[src/pkg/rxdma_pkg.sv]
// Shared constants and types for the receive status and DMA pointer block.
// Assumes an 8-bit register port and a byte-wide buffer memory port.
package rxdma_pkg;
   // Register byte offsets
   localparam logic [4:0] OFF_RING_FIRST = 5'h01;
   localparam logic [4:0] OFF_RING_LAST = 5'h02;
   localparam logic [4:0] OFF_RING_GUARD = 5'h03;
   localparam logic [4:0] OFF_TX_PAGE = 5'h04;
   localparam logic [4:0] OFF_TX_CNT_LO = 5'h05;
   localparam logic [4:0] OFF_TX_CNT_HI = 5'h06;
   localparam logic [4:0] OFF_RING_WRITE = 5'h07;
   localparam logic [4:0] OFF_LOCAL_LO = 5'h08;
   localparam logic [4:0] OFF_LOCAL_HI = 5'h09;
   localparam logic [4:0] OFF_RX_STATUS = 5'h0c;
   localparam logic [4:0] OFF_TALLY_ALIGN = 5'h0d;
   localparam logic [4:0] OFF_TALLY_CRC = 5'h0e;
   localparam logic [4:0] OFF_TALLY_MISS = 5'h0f;
   localparam logic [4:0] OFF_REM_START_LO = 5'h10;
   localparam logic [4:0] OFF_REM_START_HI = 5'h11;
   localparam logic [4:0] OFF_REM_CNT_LO = 5'h12;
   localparam logic [4:0] OFF_REM_CNT_HI = 5'h13;
   localparam logic [4:0] OFF_CONFIG = 5'h14;
   localparam logic [4:0] OFF_COMMAND = 5'h15;
   // Receive status bit positions
   localparam int ST_INTACT = 0;
   localparam int ST_CRC = 1;
   localparam int ST_ALIGN = 2;
   localparam int ST_OVERRUN = 3;
   localparam int ST_MISSED = 4;
   localparam int ST_MATCH = 5;
   localparam int ST_DISABLED = 6;
   localparam int ST_DEFER = 7;
   // Config and command bit positions
   localparam int CFG_SAVE_ERR = 0;
   localparam int CFG_MONITOR = 1;
   localparam int CFG_WORD = 2;
   localparam int CMD_REMOTE = 0;
   localparam int CMD_TX = 1;
   // Pointer layout: status byte at page offset zero, data after it
   localparam logic [7:0] HEAD_OFFSET = 8'h00;
   localparam logic [7:0] DATA_OFFSET = 8'h01;
   localparam logic [7:0] PAGE_END = 8'hff;
   localparam logic [15:0] STEP_BYTE = 16'h0001;
   localparam logic [15:0] STEP_WORD = 16'h0002;
   // Receive sequencer states
   typedef enum logic [2:0] {
      RX_IDLE = 3'b001,
      RX_RECV = 3'b010,
      RX_STAT = 3'b100
   } rx_state_e;
   // One buffer memory cycle
   typedef struct packed {
      logic valid;
      logic write;
      logic [15:0] addr;
      logic [7:0] data;
   } mem_req_s;
endpackage : rxdma_pkg

[src/design/rx_status_dma.sv]
// Receive status capture, tally counters, local and remote DMA pointers.
// Assumes receive event inputs come from logic on CLOCK; carrier and
// collision are raw pins; buffer memory takes one access every cycle.
// Function
// - Good packet status byte stored with packet
// - Errored status stored only when saving errors
// - Status cleared when next packet arrives
// - Internal tallies for CRC, alignment, missed
// - Intact flag only when error flags clear
// - CRC flag on CRC or alignment; tally
// - Alignment flag off-boundary bad CRC; tally
// - Overrun flag set and reception aborted
// - Missed flag on no buffers or monitor
// - Match type: physical zero, multicast one
// - Receiver disabled flag follows monitor mode
// - Deferring flag while carrier or collision
// - Good CRC few dribbles is no error
// - All registers are byte locations
// - Transmit start loads page, low byte zero
// - Full programmed count sent, never truncated
// - Ring bounded by first and last pages
// - Next page equal guard aborts local DMA
// - Write page restores pointers after errors
// - Local pointer readable as two bytes
// - Remote transfer from start and count
// - Remote step two for words, one bytes
// - Errored packets accepted only when saving
//
// Implementation choice: strobed register access.
`timescale 1ns/1ps
`default_nettype none
module rx_status_dma (
   input wire logic CLOCK,
   input wire logic SYS_RST,
   input wire logic [4:0] REG_ADDR,
   input wire logic [7:0] REG_WDATA,
   input wire logic REG_WR,
   input wire logic REG_RD,
   output logic [7:0] REG_RDATA,
   input wire logic RX_START,
   input wire logic RX_BYTE_VALID,
   input wire logic [7:0] RX_BYTE,
   input wire logic RX_END,
   input wire logic RX_CRC_BAD,
   input wire logic [2:0] RX_DRIBBLE,
   input wire logic RX_OVERRUN,
   input wire logic RX_MULTICAST,
   input wire logic CARRIER_SENSE,
   input wire logic COLLISION,
   output rxdma_pkg::mem_req_s MEM_REQ,
   output logic TX_BUSY,
   output logic REMOTE_BUSY
);
   // Ring page advance with wrap at the last page
   function automatic logic [7:0] next_page(input logic [7:0] page, input logic [7:0] first,
                                            input logic [7:0] last);
      logic [7:0] p;
      p = page + 8'h01;
      next_page = (p == last) ? first : p;
   endfunction : next_page

   // Countdown by step, stopping at zero
   function automatic logic [15:0] count_down(input logic [15:0] cnt, input logic [15:0] step);
      count_down = (cnt > step) ? cnt - step : '0;
   endfunction : count_down

   rxdma_pkg::rx_state_e rx_state_reg, rx_state_next; // Receive sequencer
   logic [7:0] ring_first_page_reg, ring_first_page_next;
   logic [7:0] ring_last_page_reg, ring_last_page_next;
   logic [7:0] ring_guard_page_reg, ring_guard_page_next;
   logic [7:0] ring_write_page_reg, ring_write_page_next;
   logic [7:0] transmit_page_start_reg, transmit_page_start_next;
   logic [15:0] transmit_count_reg, transmit_count_next; // Both count bytes
   logic [15:0] remote_start_reg, remote_start_next; // Both start bytes
   logic [15:0] remote_count_reg, remote_count_next; // Both count bytes
   logic [15:0] local_ptr_reg, local_ptr_next; // Shared local DMA address
   logic [15:0] tx_left_reg, tx_left_next; // Bytes still to fetch
   logic [15:0] rem_ptr_reg, rem_ptr_next; // Running remote address
   logic [15:0] rem_left_reg, rem_left_next; // Running remote count
   logic [7:0] status_reg, status_next; // Stored receive status
   logic [7:0] alignment_tally_reg, alignment_tally_next;
   logic [7:0] crc_tally_reg, crc_tally_next;
   logic [7:0] missed_tally_reg, missed_tally_next;
   logic [2:0] config_reg, config_next; // Save, monitor, word mode
   logic tx_busy_reg, tx_busy_next;
   logic rem_busy_reg, rem_busy_next;
   logic [2:0] sense_sync_reg, sense_sync_next; // Carrier or collision pin
   logic defer_reg, defer_next; // Filtered deferring level
   logic [7:0] rdata_reg, rdata_next;
   rxdma_pkg::mem_req_s mem_reg, mem_next;
   logic crc_err, align_err, pkt_err, rx_take, mem_busy; // Decode helpers
   logic [7:0] live_status;

   // Error decode for the ending packet
   always_comb begin
      crc_err = RX_CRC_BAD;
      align_err = RX_CRC_BAD && (RX_DRIBBLE != 3'h0);
      pkt_err = crc_err;
      rx_take = !config_reg[rxdma_pkg::CFG_MONITOR];
      // Status bits that track live levels rather than the packet
      live_status = status_reg;
      live_status[rxdma_pkg::ST_DISABLED] = config_reg[rxdma_pkg::CFG_MONITOR];
      live_status[rxdma_pkg::ST_DEFER] = defer_reg;
   end

   // Next-state logic for every register of the block
   always_comb begin
      rx_state_next = rx_state_reg;
      ring_first_page_next = ring_first_page_reg;
      ring_last_page_next = ring_last_page_reg;
      ring_guard_page_next = ring_guard_page_reg;
      ring_write_page_next = ring_write_page_reg;
      transmit_page_start_next = transmit_page_start_reg;
      transmit_count_next = transmit_count_reg;
      remote_start_next = remote_start_reg;
      remote_count_next = remote_count_reg;
      local_ptr_next = local_ptr_reg;
      tx_left_next = tx_left_reg;
      rem_ptr_next = rem_ptr_reg;
      rem_left_next = rem_left_reg;
      status_next = status_reg;
      alignment_tally_next = alignment_tally_reg;
      crc_tally_next = crc_tally_reg;
      missed_tally_next = missed_tally_reg;
      config_next = config_reg;
      tx_busy_next = tx_busy_reg;
      rem_busy_next = rem_busy_reg;
      mem_next = '0;
      mem_busy = 1'b0;
      rdata_next = '0;
      // Pin filter: a change counts once the later two stages agree
      sense_sync_next = {sense_sync_reg[1:0], CARRIER_SENSE | COLLISION};
      defer_next = (sense_sync_reg[2] == sense_sync_reg[1]) ? sense_sync_reg[2] : defer_reg;
      // Byte-wide register writes
      if (REG_WR) begin
         case (REG_ADDR)
            rxdma_pkg::OFF_RING_FIRST: ring_first_page_next = REG_WDATA;
            rxdma_pkg::OFF_RING_LAST: ring_last_page_next = REG_WDATA;
            rxdma_pkg::OFF_RING_GUARD: ring_guard_page_next = REG_WDATA;
            rxdma_pkg::OFF_RING_WRITE: ring_write_page_next = REG_WDATA;
            rxdma_pkg::OFF_TX_PAGE: transmit_page_start_next = REG_WDATA;
            rxdma_pkg::OFF_TX_CNT_LO: transmit_count_next[7:0] = REG_WDATA;
            rxdma_pkg::OFF_TX_CNT_HI: transmit_count_next[15:8] = REG_WDATA;
            rxdma_pkg::OFF_REM_START_LO: remote_start_next[7:0] = REG_WDATA;
            rxdma_pkg::OFF_REM_START_HI: remote_start_next[15:8] = REG_WDATA;
            rxdma_pkg::OFF_REM_CNT_LO: remote_count_next[7:0] = REG_WDATA;
            rxdma_pkg::OFF_REM_CNT_HI: remote_count_next[15:8] = REG_WDATA;
            rxdma_pkg::OFF_CONFIG: config_next = REG_WDATA[2:0];
            rxdma_pkg::OFF_COMMAND: begin
               // Start remote block transfer from its programmed window
               if (REG_WDATA[rxdma_pkg::CMD_REMOTE] && remote_count_reg != 16'h0000) begin
                  rem_busy_next = 1'b1;
                  rem_ptr_next = remote_start_reg;
                  rem_left_next = remote_count_reg;
               end
               // Start transmit fetch at the page boundary
               if (REG_WDATA[rxdma_pkg::CMD_TX] && transmit_count_reg != 16'h0000) begin
                  tx_busy_next = 1'b1;
                  local_ptr_next = {transmit_page_start_reg, 8'h00};
                  tx_left_next = transmit_count_reg;
               end
            end
            default: ; // Unmapped writes are dropped
         endcase
      end
      // Byte-wide register reads, data valid in the next cycle only
      if (REG_RD) begin
         case (REG_ADDR)
            rxdma_pkg::OFF_RING_FIRST: rdata_next = ring_first_page_reg;
            rxdma_pkg::OFF_RING_LAST: rdata_next = ring_last_page_reg;
            rxdma_pkg::OFF_RING_GUARD: rdata_next = ring_guard_page_reg;
            rxdma_pkg::OFF_RING_WRITE: rdata_next = ring_write_page_reg;
            rxdma_pkg::OFF_TX_PAGE: rdata_next = transmit_page_start_reg;
            rxdma_pkg::OFF_TX_CNT_LO: rdata_next = transmit_count_reg[7:0];
            rxdma_pkg::OFF_TX_CNT_HI: rdata_next = transmit_count_reg[15:8];
            rxdma_pkg::OFF_LOCAL_LO: rdata_next = local_ptr_reg[7:0];
            rxdma_pkg::OFF_LOCAL_HI: rdata_next = local_ptr_reg[15:8];
            rxdma_pkg::OFF_RX_STATUS: rdata_next = live_status;
            rxdma_pkg::OFF_TALLY_ALIGN: rdata_next = alignment_tally_reg;
            rxdma_pkg::OFF_TALLY_CRC: rdata_next = crc_tally_reg;
            rxdma_pkg::OFF_TALLY_MISS: rdata_next = missed_tally_reg;
            rxdma_pkg::OFF_REM_START_LO: rdata_next = remote_start_reg[7:0];
            rxdma_pkg::OFF_REM_START_HI: rdata_next = remote_start_reg[15:8];
            rxdma_pkg::OFF_REM_CNT_LO: rdata_next = remote_count_reg[7:0];
            rxdma_pkg::OFF_REM_CNT_HI: rdata_next = remote_count_reg[15:8];
            rxdma_pkg::OFF_CONFIG: rdata_next = {5'h00, config_reg};
            rxdma_pkg::OFF_COMMAND: rdata_next = {6'h00, tx_busy_reg, rem_busy_reg};
            default: rdata_next = '0; // Unmapped reads give zero
         endcase
      end
      // Receive sequencer; it owns memory ahead of transmit and remote
      case (rx_state_reg)
         rxdma_pkg::RX_IDLE: begin
            if (RX_START) begin
               status_next = '0;
               rx_state_next = rxdma_pkg::RX_RECV;
               local_ptr_next = {ring_write_page_reg, rxdma_pkg::DATA_OFFSET};
            end
         end
         rxdma_pkg::RX_RECV: begin
            if (RX_OVERRUN) begin
               // Abort and fall back to the saved first page
               status_next[rxdma_pkg::ST_OVERRUN] = 1'b1;
               local_ptr_next = {ring_write_page_reg, rxdma_pkg::HEAD_OFFSET};
               rx_state_next = rxdma_pkg::RX_IDLE;
            end else if (RX_END) begin
               status_next[rxdma_pkg::ST_CRC] = crc_err;
               status_next[rxdma_pkg::ST_ALIGN] = align_err;
               status_next[rxdma_pkg::ST_MATCH] = RX_MULTICAST;
               status_next[rxdma_pkg::ST_MISSED] = !rx_take;
               status_next[rxdma_pkg::ST_INTACT] = !crc_err && rx_take;
               if (crc_err) begin
                  crc_tally_next = crc_tally_reg + 8'h01;
               end
               if (align_err) begin
                  alignment_tally_next = alignment_tally_reg + 8'h01;
               end
               if (!rx_take) begin
                  missed_tally_next = missed_tally_reg + 8'h01;
               end
               // Store status only for kept packets
               if (rx_take && (!pkt_err || config_reg[rxdma_pkg::CFG_SAVE_ERR])) begin
                  rx_state_next = rxdma_pkg::RX_STAT;
               end else begin
                  local_ptr_next = {ring_write_page_reg, rxdma_pkg::HEAD_OFFSET};
                  rx_state_next = rxdma_pkg::RX_IDLE;
               end
            end else if (RX_BYTE_VALID && rx_take) begin
               mem_busy = 1'b1;
               mem_next = '{valid: 1'b1, write: 1'b1, addr: local_ptr_reg, data: RX_BYTE};
               if (local_ptr_reg[7:0] == rxdma_pkg::PAGE_END) begin
                  // Page crossing: stop short of the page software still owns
                  if (next_page(local_ptr_reg[15:8], ring_first_page_reg, ring_last_page_reg)
                      == ring_guard_page_reg) begin
                     status_next[rxdma_pkg::ST_MISSED] = 1'b1;
                     missed_tally_next = missed_tally_reg + 8'h01;
                     local_ptr_next = {ring_write_page_reg, rxdma_pkg::HEAD_OFFSET};
                     rx_state_next = rxdma_pkg::RX_IDLE;
                  end else begin
                     local_ptr_next = {next_page(local_ptr_reg[15:8], ring_first_page_reg,
                                                 ring_last_page_reg), 8'h00};
                  end
               end else begin
                  local_ptr_next = local_ptr_reg + rxdma_pkg::STEP_BYTE;
               end
            end
         end
         rxdma_pkg::RX_STAT: begin
            // Status byte goes to the head of the packet's first page
            mem_busy = 1'b1;
            mem_next = '{valid: 1'b1, write: 1'b1,
                         addr: {ring_write_page_reg, rxdma_pkg::HEAD_OFFSET}, data: status_reg};
            ring_write_page_next = next_page(local_ptr_reg[15:8], ring_first_page_reg,
                                             ring_last_page_reg);
            rx_state_next = rxdma_pkg::RX_IDLE;
         end
         default: rx_state_next = rxdma_pkg::RX_IDLE;
      endcase
      // Transmit fetch runs only while receive is idle and memory free
      if (tx_busy_reg && !mem_busy && rx_state_reg == rxdma_pkg::RX_IDLE && !RX_START) begin
         mem_busy = 1'b1;
         mem_next = '{valid: 1'b1, write: 1'b0, addr: local_ptr_reg, data: 8'h00};
         local_ptr_next = local_ptr_reg + rxdma_pkg::STEP_BYTE;
         tx_left_next = count_down(tx_left_reg, rxdma_pkg::STEP_BYTE);
         tx_busy_next = (tx_left_reg != rxdma_pkg::STEP_BYTE);
      end
      // Remote block read takes whatever cycles remain
      if (rem_busy_reg && !mem_busy) begin
         mem_next = '{valid: 1'b1, write: 1'b0, addr: rem_ptr_reg, data: 8'h00};
         if (config_reg[rxdma_pkg::CFG_WORD]) begin
            rem_ptr_next = rem_ptr_reg + rxdma_pkg::STEP_WORD;
            rem_left_next = count_down(rem_left_reg, rxdma_pkg::STEP_WORD);
            rem_busy_next = (rem_left_reg > rxdma_pkg::STEP_WORD);
         end else begin
            rem_ptr_next = rem_ptr_reg + rxdma_pkg::STEP_BYTE;
            rem_left_next = count_down(rem_left_reg, rxdma_pkg::STEP_BYTE);
            rem_busy_next = (rem_left_reg > rxdma_pkg::STEP_BYTE);
         end
      end
   end

   // State registers only
   always_ff @(posedge CLOCK or posedge SYS_RST) begin
      if (SYS_RST) begin
         rx_state_reg <= rxdma_pkg::RX_IDLE;
         ring_first_page_reg <= '0;
         ring_last_page_reg <= '0;
         ring_guard_page_reg <= '0;
         ring_write_page_reg <= '0;
         transmit_page_start_reg <= '0;
         transmit_count_reg <= '0;
         remote_start_reg <= '0;
         remote_count_reg <= '0;
         local_ptr_reg <= '0;
         tx_left_reg <= '0;
         rem_ptr_reg <= '0;
         rem_left_reg <= '0;
         status_reg <= '0;
         alignment_tally_reg <= '0;
         crc_tally_reg <= '0;
         missed_tally_reg <= '0;
         config_reg <= '0;
         tx_busy_reg <= 1'b0;
         rem_busy_reg <= 1'b0;
         sense_sync_reg <= '0;
         defer_reg <= 1'b0;
         rdata_reg <= '0;
         mem_reg <= '0;
      end else begin
         rx_state_reg <= rx_state_next;
         ring_first_page_reg <= ring_first_page_next;
         ring_last_page_reg <= ring_last_page_next;
         ring_guard_page_reg <= ring_guard_page_next;
         ring_write_page_reg <= ring_write_page_next;
         transmit_page_start_reg <= transmit_page_start_next;
         transmit_count_reg <= transmit_count_next;
         remote_start_reg <= remote_start_next;
         remote_count_reg <= remote_count_next;
         local_ptr_reg <= local_ptr_next;
         tx_left_reg <= tx_left_next;
         rem_ptr_reg <= rem_ptr_next;
         rem_left_reg <= rem_left_next;
         status_reg <= status_next;
         alignment_tally_reg <= alignment_tally_next;
         crc_tally_reg <= crc_tally_next;
         missed_tally_reg <= missed_tally_next;
         config_reg <= config_next;
         tx_busy_reg <= tx_busy_next;
         rem_busy_reg <= rem_busy_next;
         sense_sync_reg <= sense_sync_next;
         defer_reg <= defer_next;
         rdata_reg <= rdata_next;
         mem_reg <= mem_next;
      end
   end

   // Outputs straight from flip-flops
   assign REG_RDATA = rdata_reg;
   assign MEM_REQ = mem_reg;
   assign TX_BUSY = tx_busy_reg;
   assign REMOTE_BUSY = rem_busy_reg;

   // Checks on the receive path and pointers
   stat_write_a: assert property (@(posedge CLOCK) disable iff (SYS_RST)
      rx_state_reg == rxdma_pkg::RX_STAT |=> MEM_REQ.valid && MEM_REQ.write
      && MEM_REQ.addr == {$past(ring_write_page_reg), rxdma_pkg::HEAD_OFFSET} && MEM_REQ.data == $past(status_reg))
      else $error("status byte not written to packet head");
   reject_nostat_a: assert property (@(posedge CLOCK) disable iff (SYS_RST)
      rx_state_reg == rxdma_pkg::RX_RECV && !RX_OVERRUN && RX_END && RX_CRC_BAD
      && !config_reg[rxdma_pkg::CFG_SAVE_ERR] |=> rx_state_reg == rxdma_pkg::RX_IDLE ##1 !MEM_REQ.write)
      else $error("rejected packet status was stored");
   arrive_clear_a: assert property (@(posedge CLOCK) disable iff (SYS_RST)
      rx_state_reg == rxdma_pkg::RX_IDLE && RX_START |=> status_reg == 8'h00)
      else $error("status not cleared on arrival");
   intact_excl_a: assert property (@(posedge CLOCK) disable iff (SYS_RST)
      status_reg[rxdma_pkg::ST_INTACT] |-> status_reg[4:1] == 4'h0)
      else $error("intact flag with error flag");
   align_crc_a: assert property (@(posedge CLOCK) disable iff (SYS_RST)
      status_reg[rxdma_pkg::ST_ALIGN] |-> status_reg[rxdma_pkg::ST_CRC])
      else $error("alignment error without crc error");
   crc_tally_a: assert property (@(posedge CLOCK) disable iff (SYS_RST)
      rx_state_reg == rxdma_pkg::RX_RECV && !RX_OVERRUN && RX_END && RX_CRC_BAD
      |=> crc_tally_reg == $past(crc_tally_reg) + 8'h01)
      else $error("crc tally not incremented");
   tx_load_a: assert property (@(posedge CLOCK) disable iff (SYS_RST)
      $rose(tx_busy_reg) |-> local_ptr_reg == {transmit_page_start_reg, 8'h00} ##1 MEM_REQ.addr[7:0] == 8'h00
      || !MEM_REQ.valid || MEM_REQ.write)
      else $error("transmit pointer not page aligned");
   remote_step_a: assert property (@(posedge CLOCK) disable iff (SYS_RST)
      rem_busy_reg && MEM_REQ.valid && !MEM_REQ.write && MEM_REQ.addr == $past(rem_ptr_reg)
      && config_reg[rxdma_pkg::CFG_WORD] && $stable(config_reg) && rem_busy_reg
      |-> rem_ptr_reg == MEM_REQ.addr + rxdma_pkg::STEP_WORD)
      else $error("remote word step not two");
   defer_a: assert property (@(posedge CLOCK) disable iff (SYS_RST)
      sense_sync_reg[2] && sense_sync_reg[1] |=> defer_reg)
      else $error("deferring flag not following sense");
   cover_good_c: cover property (@(posedge CLOCK) disable iff (SYS_RST)
      rx_state_reg == rxdma_pkg::RX_STAT && status_reg[rxdma_pkg::ST_INTACT]);
   cover_wrap_c: cover property (@(posedge CLOCK) disable iff (SYS_RST)
      rx_state_reg == rxdma_pkg::RX_RECV && local_ptr_reg[15:8] == ring_first_page_reg
      && $past(local_ptr_reg[7:0]) == rxdma_pkg::PAGE_END);
   cover_remote_c: cover property (@(posedge CLOCK) disable iff (SYS_RST) $fell(rem_busy_reg));
   cover_tx_c: cover property (@(posedge CLOCK) disable iff (SYS_RST) $fell(tx_busy_reg));
endmodule : rx_status_dma
`default_nettype wire

[config.mk]
export PLATFORM = sky130hd
export DESIGN_NAME = rx_status_dma
export DESIGN_NICKNAME = d
export VERILOG_FILES = /design/src/pkg/rxdma_pkg.sv /design/src/design/rx_status_dma.sv
export SDC_FILE = /design/constraint.sdc
export NUM_CORES = 1
export LEC_CHECK = 0
export ABC_AREA = 1
export BUFFER_PORTS_ARGS = -buffer_cell sky130_fd_sc_hd__buf_2
export CAP_MARGIN = 10
export CORE_MARGIN = 3
export CORE_UTILIZATION = 40
export CTS_CLUSTER_DIAMETER = 150
export CTS_CLUSTER_SIZE = 12
export DETAILED_ROUTE_END_ITERATION = 8
export PLACE_DENSITY = 0.6
export SLEW_MARGIN = 25
export SYNTH_ARGS = -nofsm -noshare
export SYNTH_HDL_FRONTEND = slang
export SYNTH_SLANG_ARGS = --single-unit
[constraint.sdc]
create_clock -name CLOCK -period 6.7 [get_ports CLOCK]
set_input_delay 1.005 -clock CLOCK [delete_from_list [all_inputs] [get_ports CLOCK]]
set_output_delay 1.005 -clock CLOCK [all_outputs]
set_load 0.05 [all_outputs]
-- Word level (Yosys, flattened, before mapping)
Index checks and enable logic that the tools add are counted.
- input port bits: 36
- output and inout bits: 36
- word-level logic and storage cells: 216
- register bits: 228
- $add $sub $neg: 10
- mux-type cells: 79
- bitwise gates (word level): 2
- magnitude comparators: 3
- eq/ne operators: 38
- reduce and logical (&&, ||, !) cells: 52
- operators with widths (cell ; number):
    two-way mux 16 bit ; 28
    one-hot mux 8 bit (19 select lines) ; 1
    two-way mux 26 bit ; 5
    two-way mux 8 bit ; 10
    one-hot mux 26 bit (2 select lines) ; 1
    adder 16 x 1 -> 16 bit (second input constant) ; 2
    adder 8 x 1 -> 8 bit (second input constant) ; 4
    greater-than comparator 16 x 1 -> 1 bit (second input constant) ; 2
    one-hot mux 16 bit (2 select lines) ; 1
    nonzero test 16 bit ; 2
    subtractor 16 x 1 -> 16 bit (second input constant) ; 2
    equality test 5 x 4 -> 1 bit (second input constant) ; 6
    equality test 5 bit (second input constant) ; 6
    two-way mux 3 bit ; 9
    AND reduction 2 bit ; 12
    nonzero test 2 bit ; 12
    equality test 5 x 3 -> 1 bit (second input constant) ; 4
    two-way mux 1 bit ; 19
    adder 16 x 2 -> 16 bit (second input constant) ; 1
    equality test 8 bit ; 2
    greater-than comparator 16 x 2 -> 1 bit (second input constant) ; 1
    inequality test 16 x 1 -> 1 bit (second input constant) ; 1
    AND reduction 4 bit ; 4
    subtractor 16 x 2 -> 16 bit (second input constant) ; 1
    24 further kinds ; 48

-- Logic depth before layout (Yosys ltp)
- word-level depth: 15
- depth in mapped cells: 25

-- Least setup slack after synthesis
Ideal clock, no wire load.
- kind: input-to-reg
- start point: in RX_BYTE_VALID
- end point: reg rem_ptr_reg[8]
- stages on the path: 13
- path slack: 3.878 ns
- buffers on the path: 2
- library setup time: 0.141 ns
- arrival: 2.681 ns
- cells stage by stage: nand2_1 > nor2_1 > inv_1 > nor2_2 > nor2_1 > inv_1 > nor2_1 > nand2_1 > buf_2 > buf_2 > nand2_1 > o311ai_0 > nand3_1
- cells in the longest elaborated chain, start to end: 14
- RTL lines (element ; RTL line ; RTL):
    start, declared ; rx_status_dma.sv:41 ; input wire logic RX_BYTE_VALID,
    logical AND 1 bit * ; rx_status_dma.sv:228 ; end else if (RX_BYTE_VALID && rx_take) begin
    two-way mux 1 bit * ; rx_status_dma.sv:228 ;
    two-way mux 1 bit * ; rx_status_dma.sv:206 ; end else if (RX_END) begin
    two-way mux 1 bit * ; rx_status_dma.sv:201 ; if (RX_OVERRUN) begin
    one-hot mux 1 bit (2 select lines) * ; rx_status_dma.sv:192 ; case (rx_state_reg)
    logical NOT 1 bit ; rx_status_dma.sv:260 ; if (tx_busy_reg && !mem_busy && rx_state_reg == rxdma_pkg::RX_IDLE && !RX_START) begin
    logical AND 1 bit (3 in series) ; rx_status_dma.sv:260 ;
    two-way mux 1 bit * ; rx_status_dma.sv:260 ;
    logical NOT 1 bit * ; rx_status_dma.sv:268 ; if (rem_busy_reg && !mem_busy) begin
    logical AND 1 bit * ; rx_status_dma.sv:268 ;
    nonzero test 2 bit (no source line) ; - ;
    AND reduction 3 bit (no source line) ; - ;
    end signal, assigned ; rx_status_dma.sv:321 ; rem_ptr_reg <= rem_ptr_next;
    end, declared ; rx_status_dma.sv:78 ; logic [15:0] rem_ptr_reg, rem_ptr_next;
Mark *: on every way between the ends. The rest lies on a longest branch, timed or not.
A chain may end at the register's enable or synchronous reset.

-- Worst setup path in the final report
- start point: reg local_ptr_reg[8]
- end point: reg missed_tally_reg[3]
- cells in the longest elaborated chain, start to end: 6
- RTL lines (element ; RTL line ; RTL):
    start, declared ; rx_status_dma.sv:76 ; logic [15:0] local_ptr_reg, local_ptr_next;
    start signal, assigned ; rx_status_dma.sv:319 ; local_ptr_reg <= local_ptr_next;
    adder 8 x 1 -> 8 bit * ; rx_status_dma.sv:58 ; p = page + 8'h01;
    equality test 8 bit ; rx_status_dma.sv:59 ; next_page = (p == last) ? first : p;
    two-way mux 8 bit * ; rx_status_dma.sv:59 ;
    equality test 8 bit * ; rx_status_dma.sv:234 ; == ring_guard_page_reg) begin
    nonzero test 2 bit (no source line) * ; - ;
    AND reduction 6 bit (no source line) * ; - ;
    end signal, assigned ; rx_status_dma.sv:326 ; missed_tally_reg <= missed_tally_next;
    end, declared ; rx_status_dma.sv:83 ; logic [7:0] missed_tally_reg, missed_tally_next;
Marked as above.

==> flow_summary.toml <==
[cts]
clock_latency_ps = 540
ctsHoldBuffers = 0
cts_tree = "yes"
numCtsBuffers = 22
root_buffer = "clkbuf_16"
numClockSinks = 228
post-cts-setup-buffers = 0
htreeDepth = 1
cts-resized-gates = 0
clockBufferDepth = 3
clkSlewWorstSetupHoldPaths_ps = 70

[grt]
grt_max_degree = 155
grt_overflow = 0
grt_antenna_before_repair = 0
grt_use_total_pct = 25.9
grt_pass1_vias = 11500
grt_pass1_wl_um = 71100

[sta]
fin_crit_sh_pct = 62.3
drv_slew = 0
rsz0062_at_grt = "false"
slew_headroom_pct = 30.3
worst_pin_slew_ps = 1040
setup_tns_ps = 0
clock_skew_ps = 13.0
fmax_mhz = 240
fin_crit_ps = 4180
hold_viol = 0
setup_violations = 0
holdWs_ps = 354

[power_and_ir_drop]
p_sw_mw = 2.83
p_per_area_nw_per_um2 = 412
p_comb_share_pct = 42.8
intPower_mw = 3.15
vdd_drop_max_mv = 0.205
switching_share_pct = 47.3
pwr-share-clk_pct = 19.1
total_leakage_power_nw = 6.76
seqPwrFrac_pct = 38.1

[synth]
syn-cell-area_um2 = 13200
synth_area_per_cell_um2 = 7.59
syn_inst = 1735
synth_seq_cells = 228
synthDistinctLibCells = 55
yosysWarnings = 0
async_flop_share_pct = 100
synth_top_cell_area_share_pct = 43.1
synth_top_cell_by_area = "dfrtp_1"
syn_nets = 1785
synth_area_leaders = "dfrtp_1 (43%), nand2_1 (12%), o21ai_0 (7.5%)"
ys.flop_type = "dfrtp_1"
ys_seq_area_share_pct = 43.3
synth_common_cells = "nand2_1 (426), inv_1 (233), dfrtp_1 (227), o21ai_0 (198), nor2_1 (131)"
synth-edff-count = 0
synth_most_common_cell = "nand2_1"

[floorplan]
die_area_um2 = 35100
rows = 65
ios = 72
die_x_um = 187
initial_utilization_pct = 41.1
coreArea_um2 = 32000
die_y_um = 187

[final_layout]
largest_register_ffs = 26
fillCellCount = 3321
diodes = 0
nets = 1833
drive_gt1_share_pct = 8.05
area.growth.synth_to_final_pct = 10.2
fin_cells = 2224

[placed_design]
dp_hpwl_um = 34900
place_congestion = 1.03
port_buffers = 71
placed_cells = 2194

[route]
drt_first_pass_iters = 6
ant_nets = 0
first_iter_violations = 1637
vias = 12700
wl_per_cell_um = 21.1
drc = 0
vias_per_cell = 5.71
wl_um = 46900

[critical_path]
reg2reg_to = "missed_tally_reg[3]"
required_ps = 7120
cp_max_fo = 16
arrival_ps = 4590
rrSetupSlack_ps = 2520
reg2reg_depth = 20
cp-start-kind = "flop"
worstSetupPathType = "reg -> reg"
r2r-start = "local_ptr_reg[8]"
end_kind = "flop"

[job]
maxCapViolCount = 0

[outcome]
status = "finished clean"

[min_path]
hp-start = "sense_sync_reg[0]"
hold_depth = 0
min_to = "sense_sync_reg[1]"
hp-class = "reg -> reg"
## per-layer routing
metal | track usage [%] | part of all wire (%) | up-vias | routed length (um)
li1 | - | - | 5903 | -
met1 | 40.9 | 47 | 6032 | 21900
met2 | 35.8 | 40 | 668 | 18700
met3 | 3.79 | 9.9 | 97 | 4650
met4 | 8.92 | 3.6 | 0 | 1710
met5 | 0 | 0 | - | 0
## layout make-up
| class | count | area (um^2) | area share [%] |
|---|---|---|---|
| timing repair buffer | 80 | 435 | 3.00 |
| multi-input combinational | 1214 | 6350 | 43.7 |
| clock inverter | 1 | 16.3 | 0.112 |
| clock buffer | 29 | 577 | 3.97 |
| tap | 435 | 544 | 3.75 |
| inverter | 237 | 893 | 6.15 |
| sequential | 228 | 5710 | 39.3 |
## cell families (layout without fill, tap and decap cells)
| logic type | count (synthesis) | after routing | synth area share [%] |
|---|---|---|---|
| DFF | 228 | 228 | 43.3 |
| and+or+nand+nor | 735 | 735 | 23.6 |
| adders and majority gates | 15 | 15 | 1.41 |
| AOI/OAI and AO/OA | 405 | 405 | 19.1 |
| muxes | 2 | 2 | 0.161 |
| xor gates and xnor gates | 57 | 57 | 3.79 |
| buffers and inverters | 293 | 347 | 8.54 |
## worst max path at each step
stage                     start                   to  slack, ps
2_1_floorplan           SYS_RST           MEM_REQ[0]       2720
4_1_cts        local_ptr_reg[8]  missed_tally_reg[3]       2600
3_5_place_dp      RX_BYTE_VALID     rem_left_reg[11]       2450
5_1_grt        local_ptr_reg[8]  missed_tally_reg[4]       2150
6_report       local_ptr_reg[8]  missed_tally_reg[3]       2520
3_3_place_gp      RX_BYTE_VALID     rem_left_reg[11]       2580
## metrics by stage
| stage | cell area, um^2 | util (%) | total power, mW | setup slack [ps] |
|---|---|---|---|---|
| 2_1_floorplan | 13200 | - | 3.99 | 2720 |
| 3_3_place_gp | 13900 | 43.5 | 4.75 | 2580 |
| 3_5_place_dp | 13900 | 43.5 | 4.78 | 2450 |
| 4_1_cts | 14500 | 45.3 | 5.93 | 2600 |
| 5_1_grt | 14500 | 45.3 | 6.37 | 2150 |
| 6_report | 14500 | 45.3 | 5.98 | 2520 |
## power by group through the flow
stage	clock network [mW]	logic [mW]	registers [mW]
final	1.14	2.56	2.28
after global routing	1.22	2.84	2.31
after CTS	1.17	2.51	2.25
after detailed placement	0	2.50	2.27
after global placement	0	2.48	2.27
after floorplan	0	1.75	2.24
## worst max-delay path: stages (launching register included)
cell	delay, ps
dfrtp_1	660
ha_1	290
inv_1	60
nand2_1	90
nand2_1	80
nand2_1	60
nand2_1	50
nor2_1	90
nand2_1	60
nor2_1	690
nand3_2	350
nand2_1	170
nand3b_1	80
nand2_1	80
nand2_1	70
nor2_2	120
nand2_2	190
nand2_2	170
o2111ai_4	330
o21ai_0	280
nand2_1	70
## cell usage in the layout, fill, tap and decap left out, types with 18 or more instances in the layout
cell type / synthesis / layout
a221oi_1: 24 / 24
nand2_1: 426 / 425
buf_2: 11 / 71
dfrtp_1: 227 / 227
o211ai_1: 18 / 18
a21oi_1: 39 / 39
o22ai_1: 29 / 29
clkbuf_16: 0 / 22
nor3_1: 34 / 33
nor2_1: 131 / 131
a22oi_1: 18 / 18
nand3_1: 87 / 87
inv_1: 233 / 232
o21ai_0: 198 / 198
xor2_1: 46 / 46
Note: power is estimated with default switching activity, not from simulation.
